### config.mk
export PLATFORM = sky130hd
export DESIGN_NAME = pirqm_top
export DESIGN_NICKNAME = d
export VERILOG_FILES = /design/src/pirqm_top_dummy_guard.sv /design/src/pirqm_pkg.sv /design/src/pirqm_top.sv
export SDC_FILE = /design/constraint.sdc
export NUM_CORES = 1
export LEC_CHECK = 0
export ABC_CLOCK_PERIOD_IN_PS = 2850
export BUFFER_PORTS_ARGS = -buffer_cell sky130_fd_sc_hd__buf_4
export CORE_UTILIZATION = 42
export DETAILED_ROUTE_END_ITERATION = 6
export HOLD_SLACK_MARGIN = 0.02
export PLACE_DENSITY_LB_ADDON = 0.2
export SLEW_MARGIN = 20
export SYNTH_ARGS = -nofsm -noshare
export SYNTH_HDL_FRONTEND = slang
export SYNTH_SLANG_ARGS = --single-unit
export TNS_END_PERCENT = 20
### constraint.sdc
create_clock -name sys_clk -period 2.85 [get_ports sys_clk]
set_clock_uncertainty 0.2 [all_clocks]
set_input_delay 0.285 -clock sys_clk [delete_from_list [all_inputs] [get_ports sys_clk]]
set_output_delay 0.285 -clock sys_clk [all_outputs]
set_load 0.05 [all_outputs]
### src/pirqm_top_dummy_guard.sv
`timescale 1ns/10ps

### src/pirqm_pkg.sv
// Summary of operation
// - the enable register is one 8-bit read/write register at byte address 8Ch.
// - an implemented enable bit only gates its source request onto the interrupt logic.
// - bit 6 passes the comparator change request when set, blocks it when clear.
// - bit 4 passes the serial transmit-empty request when 1, blocks it when 0.
// - each flag is set by its event, whatever the enable bits hold.
package pirqm_pkg;

  localparam int          PIRQM_ADDR_W      = 12;
  localparam int          PIRQM_DATA_W      = 32;
  localparam int          PIRQM_REG_W       = 8;

  localparam logic [11:0] PIRQM_ENABLE_ADDR = 12'h08C;
  localparam logic [11:0] PIRQM_FLAG_ADDR   = 12'h00C;

  localparam logic [7:0]  PIRQM_IMPL_MASK   = 8'hF7;
  localparam logic [7:0]  PIRQM_RESET_VAL   = 8'h00;

  localparam int          PIRQM_BIT_EEPROM  = 7;
  localparam int          PIRQM_BIT_CMP     = 6;
  localparam int          PIRQM_BIT_RX      = 5;
  localparam int          PIRQM_BIT_TX      = 4;
  localparam int          PIRQM_BIT_UNUSED  = 3;
  localparam int          PIRQM_BIT_CCP     = 2;
  localparam int          PIRQM_BIT_TMR2    = 1;
  localparam int          PIRQM_BIT_TMR1    = 0;

  typedef struct packed {
    logic        psel;
    logic        penable;
    logic        pwrite;
    logic [11:0] paddr;
    logic [31:0] pwdata;
  } pirqm_apb_req_s;

  typedef struct packed {
    logic eeprom_write_done;
    logic comparator_change;
    logic serial_receive;
    logic serial_transmit;
    logic unused3;
    logic capture_compare;
    logic timer2_period_match;
    logic timer1_overflow;
  } pirqm_events_s;

  typedef struct packed {
    logic [7:0]  enable;
    logic [7:0]  flags;
    logic [31:0] prdata;
  } pirqm_state_s;

endpackage : pirqm_pkg

### src/pirqm_top.sv
// Decided for this implementation: register access over APB.
`timescale 1ns/10ps
module pirqm_top
  import pirqm_pkg::*;
(
  // clock and reset
  input  wire logic           sys_clk,
  input  wire logic           reset,
  // apb slave
  input  wire pirqm_apb_req_s apb_req,
  output logic [31:0]         prdata,
  output logic                pready,
  output logic                pslverr,
  // peripheral event pulses, same clock domain
  input  wire pirqm_events_s  events,
  // towards the core interrupt combining logic
  output logic [7:0]          periph_irq_req,
  output logic                irq
);

  pirqm_state_s st_q;
  pirqm_state_s st_d;

  logic       setup;
  logic       access;
  logic       hit_enable;
  logic       hit_flag;
  logic [7:0] ev;

  function automatic logic [31:0] pirqm_zext(input logic [7:0] v);
    pirqm_zext = {24'h000000, v};
  endfunction : pirqm_zext

  assign setup      = apb_req.psel && !apb_req.penable;
  assign access     = apb_req.psel && apb_req.penable;
  assign hit_enable = (apb_req.paddr == PIRQM_ENABLE_ADDR);
  assign hit_flag   = (apb_req.paddr == PIRQM_FLAG_ADDR);
  // the unused bit never latches, so bit 3 reads zero
  assign ev         = events & PIRQM_IMPL_MASK;

  // zero wait states; data was latched in the setup cycle
  assign pready  = 1'b1;
  assign pslverr = access && !hit_enable && !hit_flag;
  assign prdata  = st_q.prdata;

  always_comb begin
    st_d = st_q;
    // set beats a same-cycle write-one-to-clear, so no event is lost
    if (access && apb_req.pwrite && hit_flag) begin
      st_d.flags = st_q.flags & ~apb_req.pwdata[7:0];
    end
    st_d.flags = (st_d.flags | ev) & PIRQM_IMPL_MASK;
    if (access && apb_req.pwrite && hit_enable) begin
      st_d.enable = apb_req.pwdata[7:0] & PIRQM_IMPL_MASK;
    end
    if (setup && !apb_req.pwrite) begin
      if (hit_enable) begin
        st_d.prdata = pirqm_zext(st_q.enable);
      end else if (hit_flag) begin
        st_d.prdata = pirqm_zext(st_q.flags);
      end else begin
        st_d.prdata = 32'h00000000;
      end
    end
  end

  always_ff @(posedge sys_clk) begin
    if (reset) begin
      st_q <= '{enable: PIRQM_RESET_VAL, flags: PIRQM_RESET_VAL, prdata: 32'h00000000};
    end else begin
      st_q <= st_d;
    end
  end

  // enables are pure gates; flags themselves are never altered by them
  assign periph_irq_req = st_q.flags & st_q.enable;
  assign irq            = |periph_irq_req;

  // checked only once reset has gone low: the first edge still sees the flops unset
  a_enable_reset: assert property (@(posedge sys_clk)
    $past(reset) && !reset |-> st_q.enable == PIRQM_RESET_VAL)
    else $error("enable register not cleared by reset");

  a_enable_write: assert property (@(posedge sys_clk) disable iff (reset)
    access && apb_req.pwrite && hit_enable
    |=> st_q.enable == ($past(apb_req.pwdata[7:0]) & PIRQM_IMPL_MASK))
    else $error("enable write not stored");

  a_enable_read: assert property (@(posedge sys_clk) disable iff (reset)
    setup && !apb_req.pwrite && hit_enable && !apb_req.penable
    ##1 access && $stable(apb_req.paddr) && !apb_req.pwrite
    |-> prdata == {24'h000000, $past(st_q.enable)})
    else $error("enable read data wrong");

  a_bit3_zero: assert property (@(posedge sys_clk) disable iff (reset)
    !st_q.enable[PIRQM_BIT_UNUSED] && !st_q.flags[PIRQM_BIT_UNUSED])
    else $error("bit 3 not zero");

  a_req_gated: assert property (@(posedge sys_clk) disable iff (reset)
    (periph_irq_req & ~st_q.enable) == 8'h00 && (irq == |(st_q.flags & st_q.enable)))
    else $error("request passed without its enable");

  a_cmp_gate: assert property (@(posedge sys_clk) disable iff (reset)
    events.comparator_change && st_d.enable[PIRQM_BIT_CMP]
    |=> periph_irq_req[PIRQM_BIT_CMP] && irq)
    else $error("comparator request not passed");

  a_tx_block: assert property (@(posedge sys_clk) disable iff (reset)
    !st_q.enable[PIRQM_BIT_TX] |-> !periph_irq_req[PIRQM_BIT_TX])
    else $error("transmit request passed while disabled");

  a_tx_pass: assert property (@(posedge sys_clk) disable iff (reset)
    st_q.enable[PIRQM_BIT_TX] && st_q.flags[PIRQM_BIT_TX] |-> periph_irq_req[PIRQM_BIT_TX])
    else $error("transmit request blocked while enabled");

  a_flag_set: assert property (@(posedge sys_clk) disable iff (reset)
    ev != 8'h00 |=> (st_q.flags & $past(ev)) == $past(ev))
    else $error("event did not set its flag");

  a_err_unmapped: assert property (@(posedge sys_clk) disable iff (reset)
    access |-> pslverr == !(hit_enable || hit_flag))
    else $error("unmapped access answer wrong");

  // error is an access-phase answer only; an idle bus must never show it
  a_err_idle: assert property (@(posedge sys_clk) disable iff (reset)
    !access |-> !pslverr)
    else $error("error shown outside access phase");

  // zero wait states: the master never stalls on this block
  a_ready_high: assert property (@(posedge sys_clk) disable iff (reset)
    pready)
    else $error("ready dropped");

  // a write-one-to-clear removes only the bits written, events of that cycle survive
  a_flag_clear: assert property (@(posedge sys_clk) disable iff (reset)
    access && apb_req.pwrite && hit_flag
    |=> st_q.flags == ((($past(st_q.flags) & ~$past(apb_req.pwdata[7:0]))
                        | $past(ev)) & PIRQM_IMPL_MASK))
    else $error("flag clear wrong");

  // without a clear a flag never drops, whatever the enables do
  a_flag_hold: assert property (@(posedge sys_clk) disable iff (reset)
    !(access && apb_req.pwrite && hit_flag)
    |=> ($past(st_q.flags) & ~st_q.flags) == 8'h00)
    else $error("flag lost without a clear");

  // enables change only through their own register write
  a_enable_hold: assert property (@(posedge sys_clk) disable iff (reset)
    !(access && apb_req.pwrite && hit_enable) |=> $stable(st_q.enable))
    else $error("enable changed without a write");

  // read data is taken at the setup edge and must stand through the access phase
  a_prdata_hold: assert property (@(posedge sys_clk) disable iff (reset)
    !(setup && !apb_req.pwrite) |=> $stable(prdata))
    else $error("read data moved without a read");

  a_prdata_upper: assert property (@(posedge sys_clk) disable iff (reset)
    prdata[31:8] == 24'h000000)
    else $error("upper read data not zero");

  a_read_unmapped: assert property (@(posedge sys_clk) disable iff (reset)
    setup && !apb_req.pwrite && !hit_enable && !hit_flag |=> prdata == 32'h00000000)
    else $error("unmapped read not zero");

  // reset clears everything software can see, one edge later
  a_reset_clear: assert property (@(posedge sys_clk)
    reset |=> st_q.enable == PIRQM_RESET_VAL && st_q.flags == PIRQM_RESET_VAL && !irq)
    else $error("reset did not clear state");

endmodule : pirqm_top

# Word-level counts from Yosys, hierarchy flattened
# Index checks and enable logic that the tools add are counted.
[totals] ff_bits=47
[op_classes] eq_ne=2 reduce_logical=13 mux=3 bitwise_logic=4
[ops] operator="$mux W8" n=3
[ops] operator="$and A8 B8 Y8" n=2
[ops] operator="$eq A12 B4 Y1 const B" n=1
[ops] operator="$eq A12 B8 Y1 const B" n=1
[ops] operator="$logic_and A1 B1 Y1" n=8
[ops] operator="$not A8 Y8" n=1
[ops] operator="$or A8 B8 Y8" n=1
[ops] operator="$reduce_or A8 Y1" n=1
[ops] operator="$logic_not A1 Y1" n=4

# Depth between registers and ports, before layout
# Gate-level depths: netlist of run 1.
[logic_depth] ltp_word=5 mapped_depth=4 ltp_nobuf=3

# Least setup slack after synthesis of run 1
# Ideal clock, no wire load.
[synth_timing] path_kind="reg-to-output" start="reg st_q[37] in the netlist's numbering" end="out irq" setup_slack_ns=0.531 stages_incl_launch_ff=4 t_arrival_ns=1.834 t_required_ns=2.365 cell_sequence="dfxtp_1 > and2_1 > or4_1 > or4_1"
[synth_via] elab_chain_cells=2
[synth_rtl] element="start, declared" line_no="pirqm_top.sv:21" text="pirqm_state_s st_q;"
[synth_rtl] element="start signal, assigned" line_no="pirqm_top.sv:69" text="st_q <= '{enable: PIRQM_RESET_VAL, flags: PIRQM_RESET_VAL, prdata: 32'h00000000};"
[synth_rtl] element="start signal, assigned" line_no="pirqm_top.sv:71" text="st_q <= st_d;"
[synth_rtl] element="$and A8 B8 Y8" line_no="pirqm_top.sv:76" text="assign periph_irq_req = st_q.flags & st_q.enable;"
[synth_rtl] element="named net periph_irq_req[5]" line_no="pirqm_top.sv:17" text="output logic [7:0] periph_irq_req,"
[synth_rtl] element="$reduce_or A8 Y1" line_no="pirqm_top.sv:77" text="assign irq = |periph_irq_req;"
[synth_rtl] element="end, declared" line_no="pirqm_top.sv:18" text="output logic irq"
# The timed path passes the listed nets, and every way through them passes these cells.

# Worst setup path after layout of run 1
[layout_timing] start="reg st_q[37] in the netlist's numbering" end="out irq"
[layout_via] elab_chain_cells=2
[layout_rtl] element="$and A8 B8 Y8" line_no="pirqm_top.sv:76"
[layout_rtl] element="$reduce_or A8 Y1" line_no="pirqm_top.sv:77"
# Every way passes these cells.

==> results of run 1 <==
==> synth_stat cells <==
library cell | instances | area [um2]
buf_2 | 1 | 5.00
nand3b_1 | 1 | 7.51
conb_1 | 2 | 7.51
o2bb2ai_1 | 7 | 61.3
clkbuf_1 | 3 | 11.3
and2_1 | 7 | 43.8
buf_4 | 34 | 255
a31oi_1 | 7 | 43.8
nand2b_1 | 14 | 87.6
nor4_4 | 1 | 21.3
or4_1 | 3 | 22.5
o21bai_1 | 7 | 52.6
nand4b_1 | 1 | 8.76
or4b_2 | 1 | 10.0
a21oi_1 | 1 | 5.00
o311a_1 | 1 | 10.0
nor2_1 | 1 | 3.75
mux2i_1 | 14 | 140
nand4_1 | 1 | 6.26
dfxtp_1 | 21 | 420
or4_4 | 2 | 22.5
nor4_2 | 1 | 12.5
inv_1 | 7 | 26.3
==> layout make-up <==
cell class | count | area, um2
flip-flops and latches | 21 | 420
fillers | 267 | 1230
repair buffers | 54 | 423
multi-input cells | 97 | 661
clock buffers | 4 | 26.3
inverters | 7 | 26.3
well taps | 31 | 38.8
==> worst max path at each step <==
stage	cells after the start	startpoint	end
4_1_cts	4	st_q[37]$_SDFF_PP0_	irq
3_3_place_gp	4	apb_req[41]	st_q[44]$_SDFFE_PP0P_
5_1_grt	4	st_q[37]$_SDFF_PP0_	irq
6_report	4	st_q[37]$_SDFF_PP0_	irq
3_5_place_dp	4	apb_req[41]	st_q[42]$_SDFFE_PP0P_
2_1_floorplan	3	st_q[37]$_SDFF_PP0_	irq
==> cell families (layout without fill, tap and decap cells) <==
family | count (synthesis) | count (layout) | share of synthesized area (%)
AOI/OAI and AO/OA | 23 | 23 | 13.4
buffers and inverters | 45 | 65 | 23.2
DFF | 21 | 21 | 32.7
muxes | 14 | 14 | 10.9
other | 2 | 27 | 0.584
and+or+nand+nor | 33 | 33 | 19.2
==> power groups by stage <==
| stage | Clock (W) | Sequential (W) | Combinational [W] |
|---|---|---|---|
| detailed placement | 0 | 0.000312 | 0.000153 |
| global route | 0.000153 | 0.000307 | 0.000171 |
| CTS | 0.000143 | 0.000306 | 0.000161 |
| finish | 0.000139 | 0.000306 | 0.000161 |
| global placement | 0 | 0.000312 | 0.000151 |
| floorplan | 0 | 0.000311 | 0.000140 |
==> flip-flops by register name, summed over array words and instances, names as in the netlist <==
| name | cells |
|---|---|
| prdata | 7 |
| st_q | 14 |
==> metal layers <==
| layer | GRT usage (%) | share of wire, % | routed length (um) |
|---|---|---|---|
| met4 | 3.14 | 0.69 | 17 |
| met2 | 30.1 | 54 | 1350 |
| met3 | 4.08 | 4.7 | 116 |
| met1 | 17.3 | 40 | 990 |
| met5 | 0 | 0 | 0 |
==> critical path: stages, from the launching register on <==
cell and delay [ns]:
dfxtp_1 0.35, and2_1 0.17, or4_1 0.53, or4_1 0.40, buf_4 0.20
==> per-stage QoR <==
stage | area (um2) | worst slack, ns | cells
floorplan | 1380 | 0.531 | 163
global placement | 1500 | 0.706 | 203
detailed placement | 1500 | 0.667 | 203
CTS | 1600 | 0.401 | 214
global route | 1600 | 0.343 | 214
finish | 1600 | 0.413 | 214
==> flow_summary_export.csv, run 1 <==
group,metric,value,unit
layout,num-nets-final,241,
global_route,first_global_vias,927,
power_and_ir_drop,internal_power,0.000406,W
placed_design,place.gp.congestion,0.757,
setup_path,crit_required,2.37,ns
power_and_ir_drop,total_power,0.000605,W
outcome,failed_checks,"design-rule violations",
global_route,grt_start_max_net_pins,24,
drt,route.detailed.drc,3,
layout,antennaDiodeCount,0,
global_route,grt_overflow,0,
setup_path,worstSetupStartpointType,"flop",
drt,routed_wl,2470,um
clocking,clk_path_buf_depth,2,
setup_path,reg2reg_to,"prdata[7]$_SDFFE_PP0P_",
timing,fin_crit,2.44,ns
synth,synth-seq-area-share,32.7,%
setup_path,rr_worst_depth,2,
layout,layout_commonest_cell,"buf_4",
setup_path,end_kind,"output pin",
synth,yosys_warnings,0,
clocking,holdBufCountCts,7,
placed_design,portBuffers,46,
power_and_ir_drop,powerDensity,379,nW/um2
layout,fin_util,56.4,%
timing,rsz0062_at_grt,"no",
clocking,clk_pin_slew,0.11,ns
power_and_ir_drop,clkPwrFrac,22.9,%
floorplan,dieArea,3280,um2
hold_path,worstHoldStart,"events[2]",
drt,detail-route-antenna-nets,0,
clocking,postCtsSetupBuffers,0,
outcome,outcome,"finished, violations left",
hold_path,hold_class,"input pin to flop",
drt,vias_per_cell,4.71,
power_and_ir_drop,netSwitchingFraction,32.9,%
setup_path,worstSetupPathType,"flop to output pin",
clocking,cts_resized,0,
timing,tightest_slew,0.653,ns
floorplan,coreArea,2830,um2
power_and_ir_drop,ir_drop,0.000282,V
clocking,root_buffer,"clkbuf_4",
layout,synthToLayoutAreaGrowth,24.1,%
timing,max_slew_margin,56.1,%
global_route,grt_pass1_wl,3940,um
synth,syn_area,1280,um2
timing,final.setup.tns,0,ns
floorplan,std_cell_rows,19,
clocking,cts_made_buffers,3,
hold_path,hold_depth,3,
power_and_ir_drop,p_switching,0.000199,W
global_route,antenna_found_initial,0,
drt,dr.pass1.iters,7,
drt,drtIter0Drc,33,
clocking,clock_latency,0.30,ns
synth,yosysUniqueCellTypes,23,
setup_path,cp_max_fo,3,
synth,syn_avg_cell_area,9.31,um2
layout,mostFrequentLayoutCells,"buf_4, conb_1, dfxtp_1",
setup_path,cp_data_arrival_time,1.95,ns
synth,ys_seq_elements,21,
timing,fin_crit_sh,85.5,%
floorplan,die_y,57.3,um
floorplan,io_pins,100,
clocking,cts_tree,"yes",
timing,setup_viol,0,
clocking,cts_sinks,21,
hold_path,hold_end,"st_q[34]$_SDFF_PP0_",
setup_path,r2r_setup_slack,1.92,ns
flow_run,drv_cap,0,
timing,max_freq,410,MHz
layout,drive_gt1_share,30.1,%
global_route,grt_use_total,15.7,%
timing,final-hold-violation-count,0,
drt,routedWlPerCell,11.5,um
power_and_ir_drop,sequentialPowerShare,50.5,%
timing,fin_hold_ws,0.0387,ns
power_and_ir_drop,leakage,0.760,nW
placed_design,place.detailed.hpwl,1960,um
drt,vias,1009,
setup_path,r2r_start,"st_q[47]$_SDFFE_PP0P_",
timing,final_max_slew_viol_count,0,
clocking,htreeDepth,1,
synth,synthCells,138,
floorplan,fp.dieW,57.3,um
power_and_ir_drop,combPwrFrac,26.6,%
floorplan,start_util,45.4,%
Power figures use the tool's default switching activity.
==> run 2, diff against run 1 <==
PLACE_DENSITY = 0.94   (was not set)
PLACE_DENSITY_LB_ADDON = not set   (was 0.2)
==> run 2 against run 1 <==
The flow still finishes with violations (design-rule violations); non-clock buffer count down 1; first-iteration DRC count up 6.1%; sequential power about the same; clock power about the same; global-route usage down 0.081 points; routed wire length down 1.8%; count of clock-buffer cells in the layout unchanged; critical path depth unchanged; die area unchanged; via count down 0.99%; largest power group unchanged; highest routed layer unchanged.
==> flow_summary_export.csv, run 2 (same netlist as run 1, synthesis figures left out) <==
group,metric,value,unit
clocking,postCtsSetupBuffers,0,
floorplan,dieArea,3280,um2
floorplan,io_pins,100,
setup_path,crit_buf_inv,1,
timing,fin_hold_ws,0.0339,ns
timing,max_freq,411,MHz
timing,rsz0062_at_grt,"no",
global_route,grt_pass1_wl,3980,um
power_and_ir_drop,sequentialPowerShare,50.3,%
clocking,cts_sinks,21,
setup_path,end_kind,"output pin",
drt,routed_wl,2430,um
layout,num-nets-final,240,
timing,final.setup.tns,0,ns
power_and_ir_drop,combPwrFrac,26.4,%
layout,synthToLayoutAreaGrowth,23.6,%
global_route,antenna_found_initial,0,
power_and_ir_drop,powerDensity,384,nW/um2
global_route,grt_use_total,15.6,%
layout,antennaDiodeCount,0,
timing,max_slew_margin,57.3,%
setup_path,cp_data_arrival_time,1.95,ns
layout,layout_commonest_cell,"buf_4",
floorplan,fp.dieW,57.3,um
drt,dr.pass1.iters,7,
placed_design,place.detailed.hpwl,1860,um
outcome,failed_checks,"design-rule violations",
drt,route.detailed.drc,6,
timing,fin_crit_sh,85.5,%
drt,vias_per_cell,4.69,
outcome,outcome,"finished, violations left",
timing,setup_viol,0,
setup_path,cpPeakStageDelay,0.52,ns
setup_path,worstPathCellList,"and2_1, or4_1, or4_1, buf_4",
clocking,clock_latency,0.30,ns
setup_path,crit_slowest_cell,"or4_1",
power_and_ir_drop,ir_drop,0.000170,V
floorplan,die_y,57.3,um
timing,final_max_slew_viol_count,0,
clocking,root_buffer,"clkbuf_4",
clocking,cts_resized,0,
timing,fin_crit,2.44,ns
power_and_ir_drop,netSwitchingFraction,33.4,%
power_and_ir_drop,clkPwrFrac,23.4,%
clocking,cts_made_buffers,3,
power_and_ir_drop,leakage,0.755,nW
hold_path,hold_class,"input pin to flop",
clocking,clk_path_buf_depth,2,
timing,final-hold-violation-count,0,
setup_path,crit_top_cell,"or4_1",
setup_path,crit_required,2.37,ns
setup_path,cp_max_fo,3,
drt,drtIter0Drc,35,
power_and_ir_drop,p_switching,0.000204,W
global_route,grt_overflow,0,
flow_run,drv_cap,0,
layout,largest_register,"st_q",
floorplan,coreArea,2830,um2
drt,routedWlPerCell,11.4,um
layout,fill_cells,247,
timing,tightest_slew,0.636,ns
floorplan,start_util,45.4,%
drt,vias,999,
layout,drive_gt1_share,29.7,%
layout,largest_reg_flops,14,
placed_design,portBuffers,46,
setup_path,worstSetupStartpointType,"flop",
clocking,cts_tree,"yes",
floorplan,std_cell_rows,19,
clocking,htreeDepth,1,
layout,mostFrequentLayoutCells,"buf_4, conb_1, dfxtp_1",
setup_path,r2r_setup_slack,1.95,ns
global_route,first_global_vias,918,
placed_design,place.gp.congestion,0.735,
setup_path,worstSetupPathType,"flop to output pin",
drt,detail-route-antenna-nets,0,
power_and_ir_drop,internal_power,0.000406,W
setup_path,path_delay_family,"simple AND/OR/NAND/NOR gates",
global_route,grt_start_max_net_pins,24,
clocking,clk_pin_slew,0.11,ns
run 2: cell count changes in the layout (fill, tap and decap cells not counted), sizes merged:
cell  before  now
buf       47   46
run 2: final timing paths:
kind,startpoint,to,cells after the start
worst min register to register,prdata[5]$_SDFFE_PP0P_,prdata[5]$_SDFFE_PP0P_,1
worst max-delay path,st_q[37]$_SDFF_PP0_,irq,4
worst min-delay path,events[5],st_q[37]$_SDFF_PP0_,3
worst max register to register,st_q[34]$_SDFF_PP0_,st_q[34]$_SDFF_PP0_,2
run 2: what timing repair did:
item	CTS	global route
hold buffers	7	0
endpoints found under the setup margin	0	0
hold endpoints to repair	7	0
run 2: layer usage:
metal / up-vias / GRT usage (%) / part of all wire (%)
li1: 506 / - / -
met3: 4 / 2.04 / 4.9
met4: 0 / 7.32 / 1.9
met1: 455 / 19.8 / 45
met5: - / 0 / 0
met2: 34 / 26.4 / 48
run 2: worst register-to-register path: stages, from the launching register on:
cell      delay (ns)
dfxtp_1         0.35
o21bai_1        0.16
a31oi_1         0.06
run 2: metrics by stage:
stage	utilization (%)	setup WS, ns	total power [W]	std cells	area [um2]
floorplan	-	0.531	0.000451	163	1380
global placement	52.7	0.707	0.000462	202	1490
detailed placement	52.7	0.700	0.000465	202	1490
CTS	56.1	0.403	0.000610	213	1590
global route	56.1	0.362	0.000637	213	1590
finish	56.1	0.414	0.000610	213	1590
run 2: final cells by class:
| type | count | area (um2) | share of cell area (%) |
|---|---|---|---|
| well taps | 31 | 38.8 | 2.44 |
| flip-flops and latches | 21 | 420 | 26.5 |
| inverters | 7 | 26.3 | 1.65 |
| clock buffers | 4 | 26.3 | 1.65 |
| repair buffers | 53 | 415 | 26.2 |
| multi-input cells | 97 | 661 | 41.6 |
run 2: power by group through the flow:
stage	clock, W	combinational, W	sequential [W]
after floorplan	0	0.000140	0.000311
after global placement	0	0.000150	0.000312
after detailed placement	0	0.000152	0.000313
after CTS	0.000144	0.000160	0.000306
after global routing	0.000159	0.000171	0.000307
final	0.000142	0.000161	0.000306
==> run 3, diff against run 2 <==
HOLD_SLACK_MARGIN = 0.15   (was 0.02)
==> run 3 against run 2 <==
Routed wire length grew 6.7%; sequential share of layout area shrank 1.1 points; the flow still finishes with violations (design-rule violations); critical path depth is the same; highest routed layer unchanged; die area is the same; setup slack is essentially flat; core utilization grew 2.5 points; sequential cell count is the same; clock power is essentially flat; final area grew 4.4%; register-to-register slack lost 0.56 ns; count of clock-buffer cells in the layout is the same.
==> flow_summary_export.csv, run 3 (same netlist as run 1, synthesis figures left out) <==
group,metric,value,unit
timing,fin_ws,0.415,ns
setup_path,cp_max_fo,3,
setup_path,worstSetupStartpointType,"flop",
hold_path,worstHoldStart,"apb_req[39]",
setup_path,end_kind,"output pin",
drt,drtIter0Drc,35,
floorplan,coreArea,2830,um2
clocking,htreeDepth,1,
layout,num-nets-final,247,
setup_path,cp_data_arrival_time,1.95,ns
clocking,cts_resized,0,
layout,drive_gt1_share,28.6,%
placed_design,portBuffers,46,
floorplan,fp.dieW,57.3,um
layout,largest_reg_flops,14,
clocking,clock_latency,0.31,ns
timing,setup_viol,0,
clocking,postCtsSetupBuffers,0,
clocking,clk_path_buf_depth,2,
drt,vias_per_cell,4.63,
floorplan,std_cell_rows,19,
floorplan,io_pins,100,
clocking,root_buffer,"clkbuf_4",
clocking,cts_sinks,21,
global_route,grt_pass1_wl,4260,um
layout,largest_register,"st_q",
outcome,failed_checks,"design-rule violations",
placed_design,dp_slack,0.700,ns
setup_path,rr_worst_depth,3,
flow_run,drv_cap,0,
drt,dr.pass1.iters,7,
hold_path,hold_end,"prdata[4]$_SDFFE_PP0P_",
clocking,cts_tree,"yes",
floorplan,start_util,45.4,%
drt,routed_wl,2590,um
power_and_ir_drop,leakage,0.790,nW
setup_path,r2r_setup_slack,1.39,ns
layout,mostFrequentLayoutCells,"buf_4, conb_1, dfxtp_1",
global_route,antenna_found_initial,0,
timing,final.setup.tns,0,ns
drt,vias,1018,
setup_path,reg2reg_to,"st_q[38]$_SDFF_PP0_",
floorplan,die_y,57.3,um
timing,final_max_slew_viol_count,0,
timing,max_freq,411,MHz
setup_path,crit_required,2.37,ns
layout,layout_commonest_cell,"buf_4",
timing,max_slew_margin,56.7,%
timing,fin_crit,2.44,ns
layout,antennaDiodeCount,0,
setup_path,r2r_start,"st_q[38]$_SDFF_PP0_",
drt,routedWlPerCell,11.8,um
timing,final-hold-violation-count,0,
timing,tightest_slew,0.644,ns
layout,fin_util,58.6,%
global_route,grt_start_max_net_pins,24,
layout,synthToLayoutAreaGrowth,29.0,%
floorplan,dieArea,3280,um2
power_and_ir_drop,ir_drop,0.000155,V
outcome,outcome,"finished, violations left",
clocking,clk_pin_slew,0.11,ns
hold_path,hold_class,"input pin to flop",
clocking,holdBufCountCts,14,
placed_design,place.detailed.hpwl,1860,um
hold_path,hold_depth,3,
drt,detail-route-antenna-nets,0,
clocking,cts_made_buffers,3,
setup_path,worstSetupPathType,"flop to output pin",
global_route,first_global_vias,967,
drt,route.detailed.drc,6,
global_route,grt_overflow,0,
global_route,grt_use_total,16.8,%
timing,rsz0062_at_grt,"no",
timing,fin_crit_sh,85.4,%
placed_design,place.gp.congestion,0.735,
power_and_ir_drop,powerDensity,374,nW/um2
run 3: area by class of cell:
type	instances	area, um2
Fill cell	237	1170
Multi-Input combinational cell	97	661
Timing Repair Buffer	60	485
Sequential cell	21	420
Tap cell	31	38.8
Clock buffer	4	26.3
Inverter	7	26.3
run 3: worst max path at each step:
stage | start | slack [ns] | to
2_1_floorplan | st_q[37]$_SDFF_PP0_ | 0.53 | irq
3_5_place_dp | apb_req[41] | 0.70 | st_q[33]$_SDFF_PP0_
3_3_place_gp | apb_req[41] | 0.71 | st_q[34]$_SDFF_PP0_
4_1_cts | st_q[37]$_SDFF_PP0_ | 0.40 | irq
6_report | st_q[37]$_SDFF_PP0_ | 0.41 | irq
5_1_grt | st_q[37]$_SDFF_PP0_ | 0.36 | irq
run 3: through the flow:
stage               instance area [um2]  std cells  power (W)  hold slack, ns
floorplan                          1380        163   0.000451           0.185
global placement                   1490        202   0.000462           0.249
detailed placement                 1490        202   0.000465           0.250
CTS                                1660        220   0.000619           0.166
global route                       1660        220   0.000650           0.170
finish                             1660        220   0.000621           0.173
run 3: power by group:
group | internal (W) | total (W) | switching, W
clock | 0.0000547 | 0.000143 | 0.0000883
sequential | 0.000300 | 0.000306 | 0.00000595
combinational | 0.0000589 | 0.000171 | 0.000112
total | 0.000414 | 0.000621 | 0.000207
run 3: layer usage:
metal,wire (um),global-route usage [%],share of wire [%]
met5,0,0,0
met4,44,7.32,1.7
met3,123,2.27,4.8
met2,1230,29.1,48
met1,1190,20.8,46
run 3: critical path, stage by stage, from the launching register on:
cell     delay, ns
dfxtp_1       0.34
and2_1        0.16
or4_1         0.52
or4_1         0.41
buf_4         0.21
